## src/hdl/wavegen_consts.vh

```
`ifndef WAVEGEN_CONSTS_VH
`define WAVEGEN_CONSTS_VH
// Waveform select codes
`define WAVE_TRIANGLE      3'h0
`define WAVE_SAW_UP        3'h1
`define WAVE_SAW_DOWN      3'h2
`define WAVE_SINE          3'h4
// Sine table length and phase spacing
`define SINE_POINTS        5'h18
`define SINE_LAST          5'h17
`define SINE_PHASE_STEP    5'h06
`define SINE_MID           12'h800
// Action trigger keys
`define RESET_KEY          4'ha
`define UNLOCK_KEY         4'h5
// Voltage shutdown encodings
`define VOUT_ON            2'h0
`define VOUT_PD_10K        2'h1
`define VOUT_PD_100K       2'h2
`define VOUT_HIZ           2'h3
// Factory reset values
`define VOUT_SHUTDOWN_RST  2'h3
`define IOUT_SHUTDOWN_RST  1'h1
`define LIMIT_LOW_RST      12'h000
`define LIMIT_HIGH_RST     12'hfff
// CRC-16-CCITT
`define CRC_POLY           16'h1021
`define CRC_INIT           16'hffff
// Boot-up delay in cycles
`define BOOT_DELAY_CYCLES  16'h0100
`endif

```

## src/hdl/wave_channel.v

```verilog
`timescale 1ns/1ps
`default_nettype none
`include "wavegen_consts.vh"
module wave_channel (
  input  wire        clock,
  input  wire        reset_n,
  input  wire        run,
  input  wire        step_tick,
  input  wire [2:0]  waveform_select,
  input  wire [1:0]  sine_phase,
  input  wire [11:0] limit_low,
  input  wire [11:0] limit_high,
  input  wire [11:0] step_size,
  output reg  [11:0] code
);
  reg [4:0] sine_index;
  reg       tri_down;

  // Fixed 24-point sine table
  function [11:0] sine_lut;
    input [4:0] i;
    begin
      case (i)
        5'h00: sine_lut = 12'h800;
        5'h01: sine_lut = 12'h9a8;
        5'h02: sine_lut = 12'hb33;
        5'h03: sine_lut = 12'hc87;
        5'h04: sine_lut = 12'hd8b;
        5'h05: sine_lut = 12'he2f;
        5'h06: sine_lut = 12'he66;
        5'h07: sine_lut = 12'he2f;
        5'h08: sine_lut = 12'hd8b;
        5'h09: sine_lut = 12'hc87;
        5'h0a: sine_lut = 12'hb33;
        5'h0b: sine_lut = 12'h9a8;
        5'h0c: sine_lut = 12'h800;
        5'h0d: sine_lut = 12'h658;
        5'h0e: sine_lut = 12'h4cd;
        5'h0f: sine_lut = 12'h379;
        5'h10: sine_lut = 12'h275;
        5'h11: sine_lut = 12'h1d1;
        5'h12: sine_lut = 12'h19a;
        5'h13: sine_lut = 12'h1d1;
        5'h14: sine_lut = 12'h275;
        5'h15: sine_lut = 12'h379;
        5'h16: sine_lut = 12'h4cd;
        5'h17: sine_lut = 12'h658;
        default: sine_lut = `SINE_MID;
      endcase
    end
  endfunction

  // 13-bit sums avoid wrap past full scale
  wire [12:0] up_sum = {1'b0, code} + {1'b0, step_size};
  wire [12:0] dn_dif = {1'b0, code} - {1'b0, step_size};
  wire        up_hit = (up_sum >= {1'b0, limit_high});
  wire        dn_hit = dn_dif[12] || (dn_dif <= {1'b0, limit_low});
  wire [4:0]  start_index = sine_phase * `SINE_PHASE_STEP;

  // One step per step period; idle holds the lower limit, the upper limit for falling saw, or the sine phase start
  always @(posedge clock) begin
    if (!reset_n) begin
      code       <= `LIMIT_LOW_RST;
      sine_index <= 5'h00;
      tri_down   <= 1'b0;
    end else if (!run) begin
      sine_index <= start_index;
      tri_down   <= 1'b0;
      code       <= (waveform_select == `WAVE_SINE) ? sine_lut(start_index) :
                    (waveform_select == `WAVE_SAW_DOWN) ? limit_high : limit_low;
    end else if (step_tick) begin
      case (waveform_select)
        `WAVE_SAW_UP: begin
          // Clamp at the top, then restart from the bottom; a code left
          // above a new upper limit is clamped first, not wrapped
          if (code == limit_high)
            code <= limit_low;
          else if (up_hit)
            code <= limit_high;
          else
            code <= up_sum[11:0];
        end
        `WAVE_SAW_DOWN: begin
          if (code == limit_low)
            code <= limit_high;
          else if (dn_hit)
            code <= limit_low;
          else
            code <= dn_dif[11:0];
        end
        `WAVE_SINE: begin
          // One table point per step period, 24 per cycle
          sine_index <= (sine_index == `SINE_LAST) ? 5'h00 : sine_index + 5'h01;
          code       <= sine_lut(sine_index);
        end
        `WAVE_TRIANGLE: begin
          if (!tri_down) begin
            if (up_hit) begin
              code     <= limit_high;
              tri_down <= 1'b1;
            end else
              code <= up_sum[11:0];
          end else begin
            if (dn_hit) begin
              code     <= limit_low;
              tri_down <= 1'b0;
            end else
              code <= dn_dif[11:0];
          end
        end
        default: code <= code; // Unused select codes hold the output
      endcase
    end
  end
endmodule // wave_channel
`default_nettype wire

```

## src/hdl/dac_wavegen_reset_powerdown_ctrl.v

```verilog
// What this block does
// - Codes 001/010 give rising/falling sawtooth.
// - Sawtooth swings between lower and upper limit.
// - Advance step size once per step period.
// - Sine: 24 points, one per step.
// - Code 100 selects sine generation.
// - Sine samples from fixed 12-bit table.
// - Four selectable sine starting phases.
// - Power-on reloads store; wait boot delay.
// - Reset key 1010 reruns boot; waveform settings kept, run bits cleared.
// - Reset pin falling edge boots; rising ignored.
// - Lock bit rejects writes; reset still works.
// - Key 0101 bypasses the write lock.
// - CRC-16-CCITT checks stored data at boot.
// - Two check flags, set only at boot.
// - User check failure loads factory values.
// - Flags clear only by reset/power cycle.
// - Outputs off while booting; reference off after power-up.
// - Voltage shutdown field: on/10k/100k/high-Z.
// - Current shutdown bit: 0 on, 1 high-Z.
// - Shutdown bits mappable to general-purpose pin.
// - Power-up channel state follows stored values.
// - Code 000 selects triangle, same settings.
`timescale 1ns/1ps
`default_nettype none
`include "wavegen_consts.vh"
module dac_wavegen_reset_powerdown_ctrl (
  input  wire        clock,
  input  wire        reset_n,
  // Host register write port (one channel selected per write)
  input  wire        write_strobe,
  input  wire [1:0]  write_channel,
  input  wire [2:0]  write_waveform_select,
  input  wire [1:0]  write_sine_phase,
  input  wire [11:0] write_limit_low,
  input  wire [11:0] write_limit_high,
  input  wire [11:0] write_step_size,
  input  wire [15:0] write_step_period,
  input  wire        write_run,
  input  wire [1:0]  write_voltage_out_shutdown,
  input  wire        write_current_out_shutdown,
  input  wire        write_gpio_sleep_map,
  input  wire        common_write_strobe,
  input  wire        write_write_lock,
  input  wire        write_reference_enable,
  input  wire        action_strobe,
  input  wire [3:0]  action_reset_field,
  input  wire [3:0]  action_lock_bypass_key,
  // General-purpose pin
  input  wire        gpio_in,
  input  wire        gpio_is_reset,
  input  wire        gpio_is_sleep,
  // Nonvolatile store image, read at boot
  input  wire [15:0] store_word,
  input  wire [15:0] store_user_crc,
  input  wire [15:0] store_factory_word,
  input  wire [15:0] store_factory_crc,
  input  wire [7:0]  store_powerup_shutdown,
  // Status and outputs
  output wire        booting,
  output wire        host_ready,
  output wire        write_rejected,
  output reg         write_lock,
  output reg         lock_bypassed,
  output reg         reference_enable,
  output reg         user_store_check_fail,
  output reg         factory_store_check_fail,
  output reg  [47:0] channel_code,
  output wire [7:0]  voltage_out_enable,
  output wire [3:0]  vout_pulldown_10k,
  output wire [3:0]  vout_pulldown_100k,
  output wire [3:0]  current_out_enable
);
  localparam ST_BOOT  = 3'b001;
  localparam ST_CHECK = 3'b010;
  localparam ST_RUN   = 3'b100;

  reg  [2:0]  state;
  reg  [15:0] boot_count;
  reg  [2:0]  wave_sel   [0:3];
  reg  [1:0]  phase_sel  [0:3];
  reg  [11:0] lim_low    [0:3];
  reg  [11:0] lim_high   [0:3];
  reg  [11:0] step_size  [0:3];
  reg  [15:0] step_per   [0:3];
  reg  [15:0] step_cnt   [0:3];
  reg  [3:0]  run_en;
  reg  [1:0]  vout_sd    [0:3];
  reg  [3:0]  iout_sd;
  reg  [3:0]  sleep_map;
  reg         gpio_prev;
  wire [47:0] codes;
  integer     i;
  integer     j;

  // Bitwise CRC-16-CCITT over one 16-bit word
  function [15:0] crc16_word;
    input [15:0] seed;
    input [15:0] data;
    integer k;
    reg [15:0] c;
    begin
      c = seed;
      for (k = 15; k >= 0; k = k - 1)
        c = (c[15] ^ data[k]) ? ((c << 1) ^ `CRC_POLY) : (c << 1);
      crc16_word = c;
    end
  endfunction

  wire user_bad    = crc16_word(`CRC_INIT, store_word) != store_user_crc;
  wire factory_bad = crc16_word(`CRC_INIT, store_factory_word) != store_factory_crc;
  wire pin_reset   = gpio_is_reset && gpio_prev && !gpio_in;
  wire soft_reset  = action_strobe && (action_reset_field == `RESET_KEY);
  wire reboot      = soft_reset || pin_reset;
  wire bypass_now  = action_strobe && (action_lock_bypass_key == `UNLOCK_KEY);
  wire locked      = write_lock && !lock_bypassed && !bypass_now;
  wire any_write   = write_strobe || common_write_strobe;

  assign booting        = (state != ST_RUN);
  assign host_ready     = (state == ST_RUN);
  assign write_rejected = any_write && (booting || locked);

  // Previous pin level for the falling edge
  always @(posedge clock) begin
    if (!reset_n)
      gpio_prev <= 1'b1;
    else
      gpio_prev <= gpio_in;
  end

  // Boot sequencer: delay, check, load, then accept writes
  always @(posedge clock) begin
    if (!reset_n) begin
      state                    <= ST_BOOT;
      boot_count               <= 16'h0000;
      user_store_check_fail    <= 1'b0;
      factory_store_check_fail <= 1'b0;
      write_lock               <= 1'b0;
      lock_bypassed            <= 1'b0;
      reference_enable         <= 1'b0;
      run_en                   <= 4'h0;
      iout_sd                  <= 4'hf;
      sleep_map                <= 4'h0;
      for (i = 0; i < 4; i = i + 1) begin
        wave_sel[i]  <= `WAVE_TRIANGLE;
        phase_sel[i] <= 2'h0;
        lim_low[i]   <= `LIMIT_LOW_RST;
        lim_high[i]  <= `LIMIT_HIGH_RST;
        step_size[i] <= 12'h001;
        step_per[i]  <= 16'h0000;
        vout_sd[i]   <= `VOUT_SHUTDOWN_RST;
      end
    end else if (reboot) begin
      // Software or pin reset reruns the boot; waveform settings are kept, run bits are cleared
      state                    <= ST_BOOT;
      boot_count               <= 16'h0000;
      user_store_check_fail    <= 1'b0;
      factory_store_check_fail <= 1'b0;
      write_lock               <= 1'b0;
      lock_bypassed            <= 1'b0;
      reference_enable         <= 1'b0;
      run_en                   <= 4'h0;
    end else begin
      case (state)
        ST_BOOT: begin
          boot_count <= boot_count + 16'h0001;
          if (boot_count == `BOOT_DELAY_CYCLES - 16'h0001)
            state <= ST_CHECK;
        end
        ST_CHECK: begin
          // Flags can only rise here, during boot
          user_store_check_fail    <= user_bad;
          factory_store_check_fail <= factory_bad;
          for (i = 0; i < 4; i = i + 1) begin
            if (user_bad || factory_bad) begin
              vout_sd[i] <= `VOUT_SHUTDOWN_RST;
              iout_sd[i] <= `IOUT_SHUTDOWN_RST;
            end else begin
              vout_sd[i] <= store_powerup_shutdown[2*i +: 2];
              iout_sd[i] <= store_powerup_shutdown[i];
            end
          end
          state <= ST_RUN;
        end
        ST_RUN: begin
          if (bypass_now)
            lock_bypassed <= 1'b1;
          if (common_write_strobe && !locked) begin
            write_lock       <= write_write_lock;
            reference_enable <= write_reference_enable;
            // A bypass key in the same cycle wins over the relock
            if (write_write_lock && !bypass_now)
              lock_bypassed <= 1'b0;
          end
          // Registers stay writable after a check failure
          if (write_strobe && !locked) begin
            wave_sel[write_channel]  <= write_waveform_select;
            phase_sel[write_channel] <= write_sine_phase;
            lim_low[write_channel]   <= write_limit_low;
            lim_high[write_channel]  <= write_limit_high;
            step_size[write_channel] <= write_step_size;
            step_per[write_channel]  <= write_step_period;
            run_en[write_channel]    <= write_run;
            vout_sd[write_channel]   <= write_voltage_out_shutdown;
            iout_sd[write_channel]   <= write_current_out_shutdown;
            sleep_map[write_channel] <= write_gpio_sleep_map;
          end
        end
        default: state <= ST_BOOT;
      endcase
    end
  end

  // Step-period dividers: one-cycle tick per period per channel
  always @(posedge clock) begin
    if (!reset_n) begin
      for (j = 0; j < 4; j = j + 1)
        step_cnt[j] <= 16'h0000;
    end else begin
      for (j = 0; j < 4; j = j + 1)
        if (!run_en[j] || step_cnt[j] >= step_per[j])
          step_cnt[j] <= 16'h0000;
        else
          step_cnt[j] <= step_cnt[j] + 16'h0001;
    end
  end

  // Output codes registered; cleared while booting
  always @(posedge clock) begin
    if (!reset_n)
      channel_code <= 48'h000000000000;
    else
      channel_code <= booting ? 48'h000000000000 : codes;
  end

  genvar g;
  generate
    for (g = 0; g < 4; g = g + 1) begin : ch
      wire tick  = run_en[g] && (step_cnt[g] >= step_per[g]);
      // Sleep via the pin forces the channel to high impedance
      wire sleep = gpio_is_sleep && sleep_map[g] && !gpio_in;
      wire [1:0] vsd = sleep ? `VOUT_HIZ : vout_sd[g];
      wave_channel u_wave (
        .clock           (clock),
        .reset_n         (reset_n),
        .run             (run_en[g] && !booting),
        .step_tick       (tick),
        .waveform_select (wave_sel[g]),
        .sine_phase      (phase_sel[g]),
        .limit_low       (lim_low[g]),
        .limit_high      (lim_high[g]),
        .step_size       (step_size[g]),
        .code            (codes[12*g +: 12])
      );
      // Shutdown decode
      assign voltage_out_enable[g]     = !booting && (vsd == `VOUT_ON);
      assign voltage_out_enable[g + 4] = 1'b0;
      assign vout_pulldown_10k[g]      = (vsd == `VOUT_PD_10K);
      assign vout_pulldown_100k[g]     = (vsd == `VOUT_PD_100K);
      assign current_out_enable[g]     = !booting && !sleep && !iout_sd[g];
    end
  endgenerate
endmodule // dac_wavegen_reset_powerdown_ctrl
`default_nettype wire

```

## config.mk

```make
export PLATFORM = sky130hd
export DESIGN_NAME = dac_wavegen_reset_powerdown_ctrl
export DESIGN_NICKNAME = d
export VERILOG_FILES = /design/src/hdl/wave_channel.v /design/src/hdl/dac_wavegen_reset_powerdown_ctrl.v
export VERILOG_INCLUDE_DIRS = /design/src /design/src/hdl
export SDC_FILE = /design/constraint.sdc
export NUM_CORES = 2
export LEC_CHECK = 0
export BUFFER_PORTS_ARGS = -buffer_cell sky130_fd_sc_hd__buf_2
export CAP_MARGIN = 10
export CORE_ASPECT_RATIO = 1.25
export CORE_UTILIZATION = 47
export DETAILED_ROUTE_END_ITERATION = 16
export PLACE_DENSITY_LB_ADDON = 0.3
export SLEW_MARGIN = 25
export SYNTH_ARGS = -nofsm -noshare
export SYNTH_HDL_FRONTEND = slang
export SYNTH_SLANG_ARGS = --single-unit
```

## constraint.sdc

```tcl
create_clock -name clock -period 6.05 [get_ports clock]
set_input_delay 0.9075 -clock clock [delete_from_list [all_inputs] [get_ports clock]]
set_output_delay 0.9075 -clock clock [all_outputs]
set_load 0.02 [all_outputs]
```

## Word-level counts from Yosys, hierarchy flattened

Memories as Yosys holds them, arrays and structs flattened.
Cells that the tools add are included.

- Input port bits: 154
- Output and inout bits: 76
- Word-level logic and storage cells: 521
- Memories: 16
- Flip-flop bits (word level): 157
- ROM bits: 3072
- Memory bits (writable): 300

- Multiplexer cells: 197
- $mul: 4
- Add/subtract/negate cells: 17
- Magnitude comparators: 14
- Reductions and logical operators: 111
- Equality and inequality tests: 55
- Bitwise logic cells: 79

Memory list:

| memory | depth | bits a word | rd ports | clocked after Yosys merged registers in | write ports | RTL line | source |
|---|---|---|---|---|---|---|---|
| (no name shown) | 32 | 12 | 1 | 0 | 0 | wave_channel.v:23 | `case (i)` |
| (no name shown) | 32 | 12 | 1 | 0 | 0 | wave_channel.v:23 |  |
| (no name shown) | 32 | 12 | 1 | 0 | 0 | wave_channel.v:23 |  |
| (no name shown) | 32 | 12 | 1 | 0 | 0 | wave_channel.v:23 |  |
| (no name shown) | 32 | 12 | 1 | 0 | 0 | wave_channel.v:23 |  |
| (no name shown) | 32 | 12 | 1 | 0 | 0 | wave_channel.v:23 |  |
| 10 more memories | -- | -- | -- | -- | -- | -- |  |

Operators by type and width:

| kind | count |
|---|---|
| two-way mux 12 bit | 39 |
| two-way mux 13 bit | 32 |
| case mux 12 bit (4 select lines) | 4 |
| two-way mux 16 bit | 9 |
| == test 12 bit | 8 |
| NOT 3 bit | 30 |
| adder 16 x 1 -> 16 bit (second input constant) | 5 |
| two-way mux 5 bit | 16 |
| two-way mux 1 bit | 67 |
| greater-or-equal comparator 16 bit | 4 |
| adder 12 x 12 -> 13 bit | 4 |
| greater-or-equal comparator 13 x 12 -> 1 bit | 4 |
| less-or-equal comparator 13 x 12 -> 1 bit | 4 |
| subtractor 12 x 12 -> 13 bit | 4 |
| AND reduction 2 bit | 23 |
| two-way mux 2 bit | 21 |
| logical AND 1 bit | 39 |
| OR reduction 12 bit | 3 |
| inequality test 16 bit | 2 |
| XOR 1 bit | 24 |
| adder 5 x 1 -> 5 bit (second input constant) | 4 |
| == test 5 bit (second input constant) | 4 |
| inequality test 5 bit (second input constant) | 4 |
| inequality test 2 bit (second input constant) | 9 |
| other kinds (31) | 114 |

## Logic depth before layout (Yosys ltp)

- Word-level depth: 41
- Depth in mapped cells: 22
- Depth with buffers taken out: 20

## Modules after synthesis

From an unflattened synthesis, not the netlist that was laid out.

- Cell total of the unflattened synthesis: 4037
- Area, all modules: 36084.6 sq um

By module, submodules not included:

| module | area an instance (sq um) | seq. area each (sq um) | cells each | times used |
|---|---|---|---|---|
| dac_wavegen_reset_powerdown_ctrl | 17829.6 | 10710.3 | 1475 | 1 |
| wave_channel (ch[2].u_wave ...) | 4680.7 | 360.3 | 644 | 2 |
| wave_channel (ch[0].u_wave ...) | 4446.8 | 360.3 | 637 | 2 |

## Worst setup path after synthesis

Ideal clock, no wire load.

- Path kind: register to register
- Start point: register ch[2].u_wave.code[2]
- End point: register ch[2].u_wave.code[0]
- Slack: 1.614 ns
- Required time: 5.922 ns
- Library setup time: 0.128 ns
- Cell stages (with the launch flop): 19
- Arrival: 4.309 ns
- Period minus slack after synthesis: 4.436 ns
- Path buffers: 2
- Cell sequence: dfxtp_1 > ha_1 > clkbuf_1 > nand2b_1 > a221oi_1 > nor2b_1 > o41ai_1 > xor2_1 > inv_1 > ha_1 > or4_1 > a21oi_1 > o21ai_0 > o21bai_1 > a21oi_2 > clkbuf_1 > a211oi_1 > a2111oi_0 > nor2_1

- Cells in the longest elaborated chain, start to end: 8
- Elaborated cells between the ends (all ways): 15
- Those cells by class: add/sub (2); order compare (2); eq/ne (2); mux (8); reduce/logical (1)

Ends and longest elaborated chain:

| item | RTL line | source |
|---|---|---|
| start, declared | wave_channel.v:14 | `output reg [11:0] code` |
| start signal, assigned | wave_channel.v:63 | `` code <= `LIMIT_LOW_RST; `` |
| start signal, assigned | wave_channel.v:69 | `` code <= (waveform_select == `WAVE_SINE) ? sine_lut(start_index) : `` |
| start signal, assigned | wave_channel.v:77 | `code <= limit_low;` |
| subtractor 12 x 12 -> 13 bit | wave_channel.v:55 | `wire [12:0] dn_dif = {1'b0, code} - {1'b0, step_size};` |
| less-or-equal comparator 13 x 12 -> 1 bit | wave_channel.v:57 | `wire dn_hit = dn_dif[12] \|\| (dn_dif <= {1'b0, limit_low});` |
| logical OR 1 bit | wave_channel.v:57 |  |
| two-way mux 12 bit | wave_channel.v:86, wave_channel.v:104 |  |
| two-way mux 12 bit, on equally long branches | wave_channel.v:97, wave_channel.v:84 |  |
| case mux 12 bit (4 select lines) * | wave_channel.v:72 | `case (waveform_select)` |
| two-way mux 12 bit * | wave_channel.v:71 | `end else if (step_tick) begin` |
| two-way mux 12 bit * | wave_channel.v:66 | `end else if (!run) begin` |

Mark *: on every way between the ends. The rest lies on a longest branch, timed or not. The select of a mux whose other input is x is not followed.
A chain may end at the register's enable or synchronous reset.

## Worst setup path in the final report

- Start point: register ch[2].u_wave.code[2]
- End point: register ch[2].u_wave.code[1]

Same word-level chain as after synthesis.

==> out/metrics.cfg <==
[outcome]
outcome = completed

[sta]
holdWs_ps = 466
skew_ps = 21.3
fin_crit_ps = 5220
fin_crit_sh = 0.864
rsz0062_at_grt = no
relSlewSlack = 0.261
hold_viol = 0
postLayoutSetupSlackWorst_ps = 826
fmax_ghz = 0.191
setup_violations = 0
tns_ps = 0
tightest_slew_ps = 1110
finalMaxSlewViolations = 0

[worst_setup_path]
critPathLaunchType = flop
critPathKind = flop to flop
cp.arrival_ps = 5720
crit_required_ps = 6540
end_kind = flop
path_max_fanout = 9

[place]
port_buffers = 225
placedCellCount = 4939
routabilityCongestion = 1.02
hpwl_mm = 85.0
dp_slack_ps = 956

[cts]
clk_latency_ps = 620
htree_levels = 2
cts-buffers-inserted = 51
post-cts-setup-buffer-count = 0
cts_resized = 0
cts_hold_buf = 0
cts_sinks = 457
ctsRootBufferMaster = clkbuf_16
clockBufferDepth = 3
cts_tree = built
clkTransAtPathRegs_ps = 70

[drt]
routed.top_layer = met5
wl_mm = 114
wl_met1_mm = 44.4
wire_per_inst_um = 22.6
drc = 0
drtIter0Drc = 2818
firstDrtPassIters = 6
postRouteAntennaNets = 0
vias = 30400
dr_wl_met3_mm = 9.70
via_per_inst = 6.04
dr_wl_met2_mm = 52.6

[layout]
final_common_cell = nor2_1
num-nets-final = 4516
area_growth_pct = 11.7
fin_cells = 5036
nFillCells = 6700
drive_gt1_frac = 0.102
layout_common_cells = nor2_1, inv_1, ha_1

[synthesis]
yosysTopAreaCellShare = 0.265
ys.flop_type = edfxtp_1
synth_top_area_cell = edfxtp_1
synth.distinct_cells = 88
synthCells = 3846
avgSynthCellArea_um2 = 8.84
synth_xor_xnor_area_share = 0.0832
synthSimpleGateAreaFrac = 0.186
netlist_top_cells_area = edfxtp_1, ha_1, dfxtp_1
synth_edf_count = 300
synthAdderAreaFrac = 0.117
synth_top_family_by_area = simple AND/OR/NAND/NOR gates
netlist_area_um2 = 34000
synthMuxAreaShare = 0.0266
seq_area_frac_synth = 0.357
synth_compound_area_frac = 0.173
synth_warnings = 0
async_reset_ff_frac = 0
ys_seq_elements = 457

[floorplan]
core-area_um2 = 71200
dieHeight_um = 303
rows = 109
die_area_um2 = 73400
ioPinCount = 230
start_util = 0.477
die_w_um = 243

[global_route]
grt_max_degree = 143
grt_overflow_total = 0
track_usage = 0.304
grt_pass1_wl_mm = 172
antenna_found_initial = 10
grt_pass1_vias = 29200

[min_path]
hp-class = flop to flop

[pwr]
p_per_area_nw_per_um2 = 220
p_leak_uw = 0.0163
irDropWorstVdd_mv = 0.212
power_uw = 8350

[flow_run]
drv_cap = 0

-- synthesized netlist by cell type (all sizes together), types with 17 or more instances --
cell type,n
and3,202
mux2,20
a211oi,48
o22ai,22
nand3,115
nor2b,38
a22oi,17
mux2i,52
a21o,29
buf,18
and2,64
xnor2,146
a21oi,212
o21ai,210
o221ai,29
a221oi,46
nand2b,36
nor3,72
edfxtp,300
nand4,35
o211ai,38
ha,305
nand2,307
nor2,322
dfxtp,157
inv,318
clkbuf,161
o21a,21
a31oi,52
nor4,38
xor2,165
-- cell type report --
| class | count | area [µm²] | share of cell area |
|---|---|---|---|
| timing repair buffer | 263 | 1430 | 0.0376 |
| tap | 943 | 1180 | 0.0311 |
| inverter | 324 | 1220 | 0.0320 |
| multi-input combinational | 2952 | 20200 | 0.533 |
| antenna | 1 | 2.50 | 0.0000659 |
| sequential | 457 | 12200 | 0.320 |
| clock inverter | 32 | 355 | 0.00936 |
| clock buffer | 64 | 1420 | 0.0373 |
-- critical path, cell delays in order (launching register included) --
cell,delay [ps]
dfxtp_1,450
ha_1,370
nand2b_1,200
a221oi_1,410
nor2b_1,150
o41ai_1,530
xor2_1,240
inv_1,70
ha_1,230
or4_1,490
a21oi_1,120
o21ai_0,90
o21bai_1,210
a21oi_2,430
buf_4,280
mux2i_1,200
nor2_1,50
a2111oi_0,410
a31oi_1,150
-- sequential cells by signal (all words and copies together), names as in the netlist, 4 cells and up --
register / cells
lim_high: 48
iout_sd: 4
step_size: 48
lim_low: 48
ch.u_wave.tri_down: 4
ch.u_wave.sine_index: 20
vout_sd: 8
wave_sel: 12
boot_count: 16
step_per: 64
sleep_map: 4
channel_code: 48
phase_sel: 8
ch.u_wave.code: 48
run_en: 4
step_cnt: 64
-- kinds of logic (layout without fill, tap and decap cells) --
logic type / after synthesis / after routing
other: 2 / 69
buffers and inverters: 503 / 683
AND/OR/NAND/NOR: 1287 / 1287
AO/OA/AOI/OAI: 891 / 891
XOR/XNOR: 314 / 314
adder cells (fa/ha/maj): 313 / 313
multiplexers: 79 / 79
flip-flops: 457 / 457
-- stage by stage --
stage / instance area (µm²) / utilization
after floorplan: 34200 / -
after global placement: 36200 / 0.508
after detailed placement: 36200 / 0.509
after CTS: 38000 / 0.533
after global routing: 38000 / 0.533
final: 38000 / 0.533
-- where the power goes --
| group | switching (µW) | internal (µW) |
|---|---|---|
| registers | 138 | 3400 |
| clock network | 1420 | 1900 |
| logic | 913 | 587 |
| total | 2470 | 5880 |
-- worst paths after layout --
kind,startpoint,to,slack [ps],cells after the start
max,ch[2].u_wave.code[2],ch[2].u_wave.code[1],830,18
min,sleep_map[3],sleep_map[3],470,2
max reg2reg,ch[2].u_wave.code[2],ch[2].u_wave.code[1],830,18
min reg2reg,sleep_map[3],sleep_map[3],470,2
-- metal layers --
metal / track usage / up-vias
met2: 0.505 / 1379
met3: 0.0584 / 343
li1: - / 14200
met4: 0.170 / 14
met5: 0 / -
met1: 0.371 / 14400
Power figures use the tool's default switching activity.
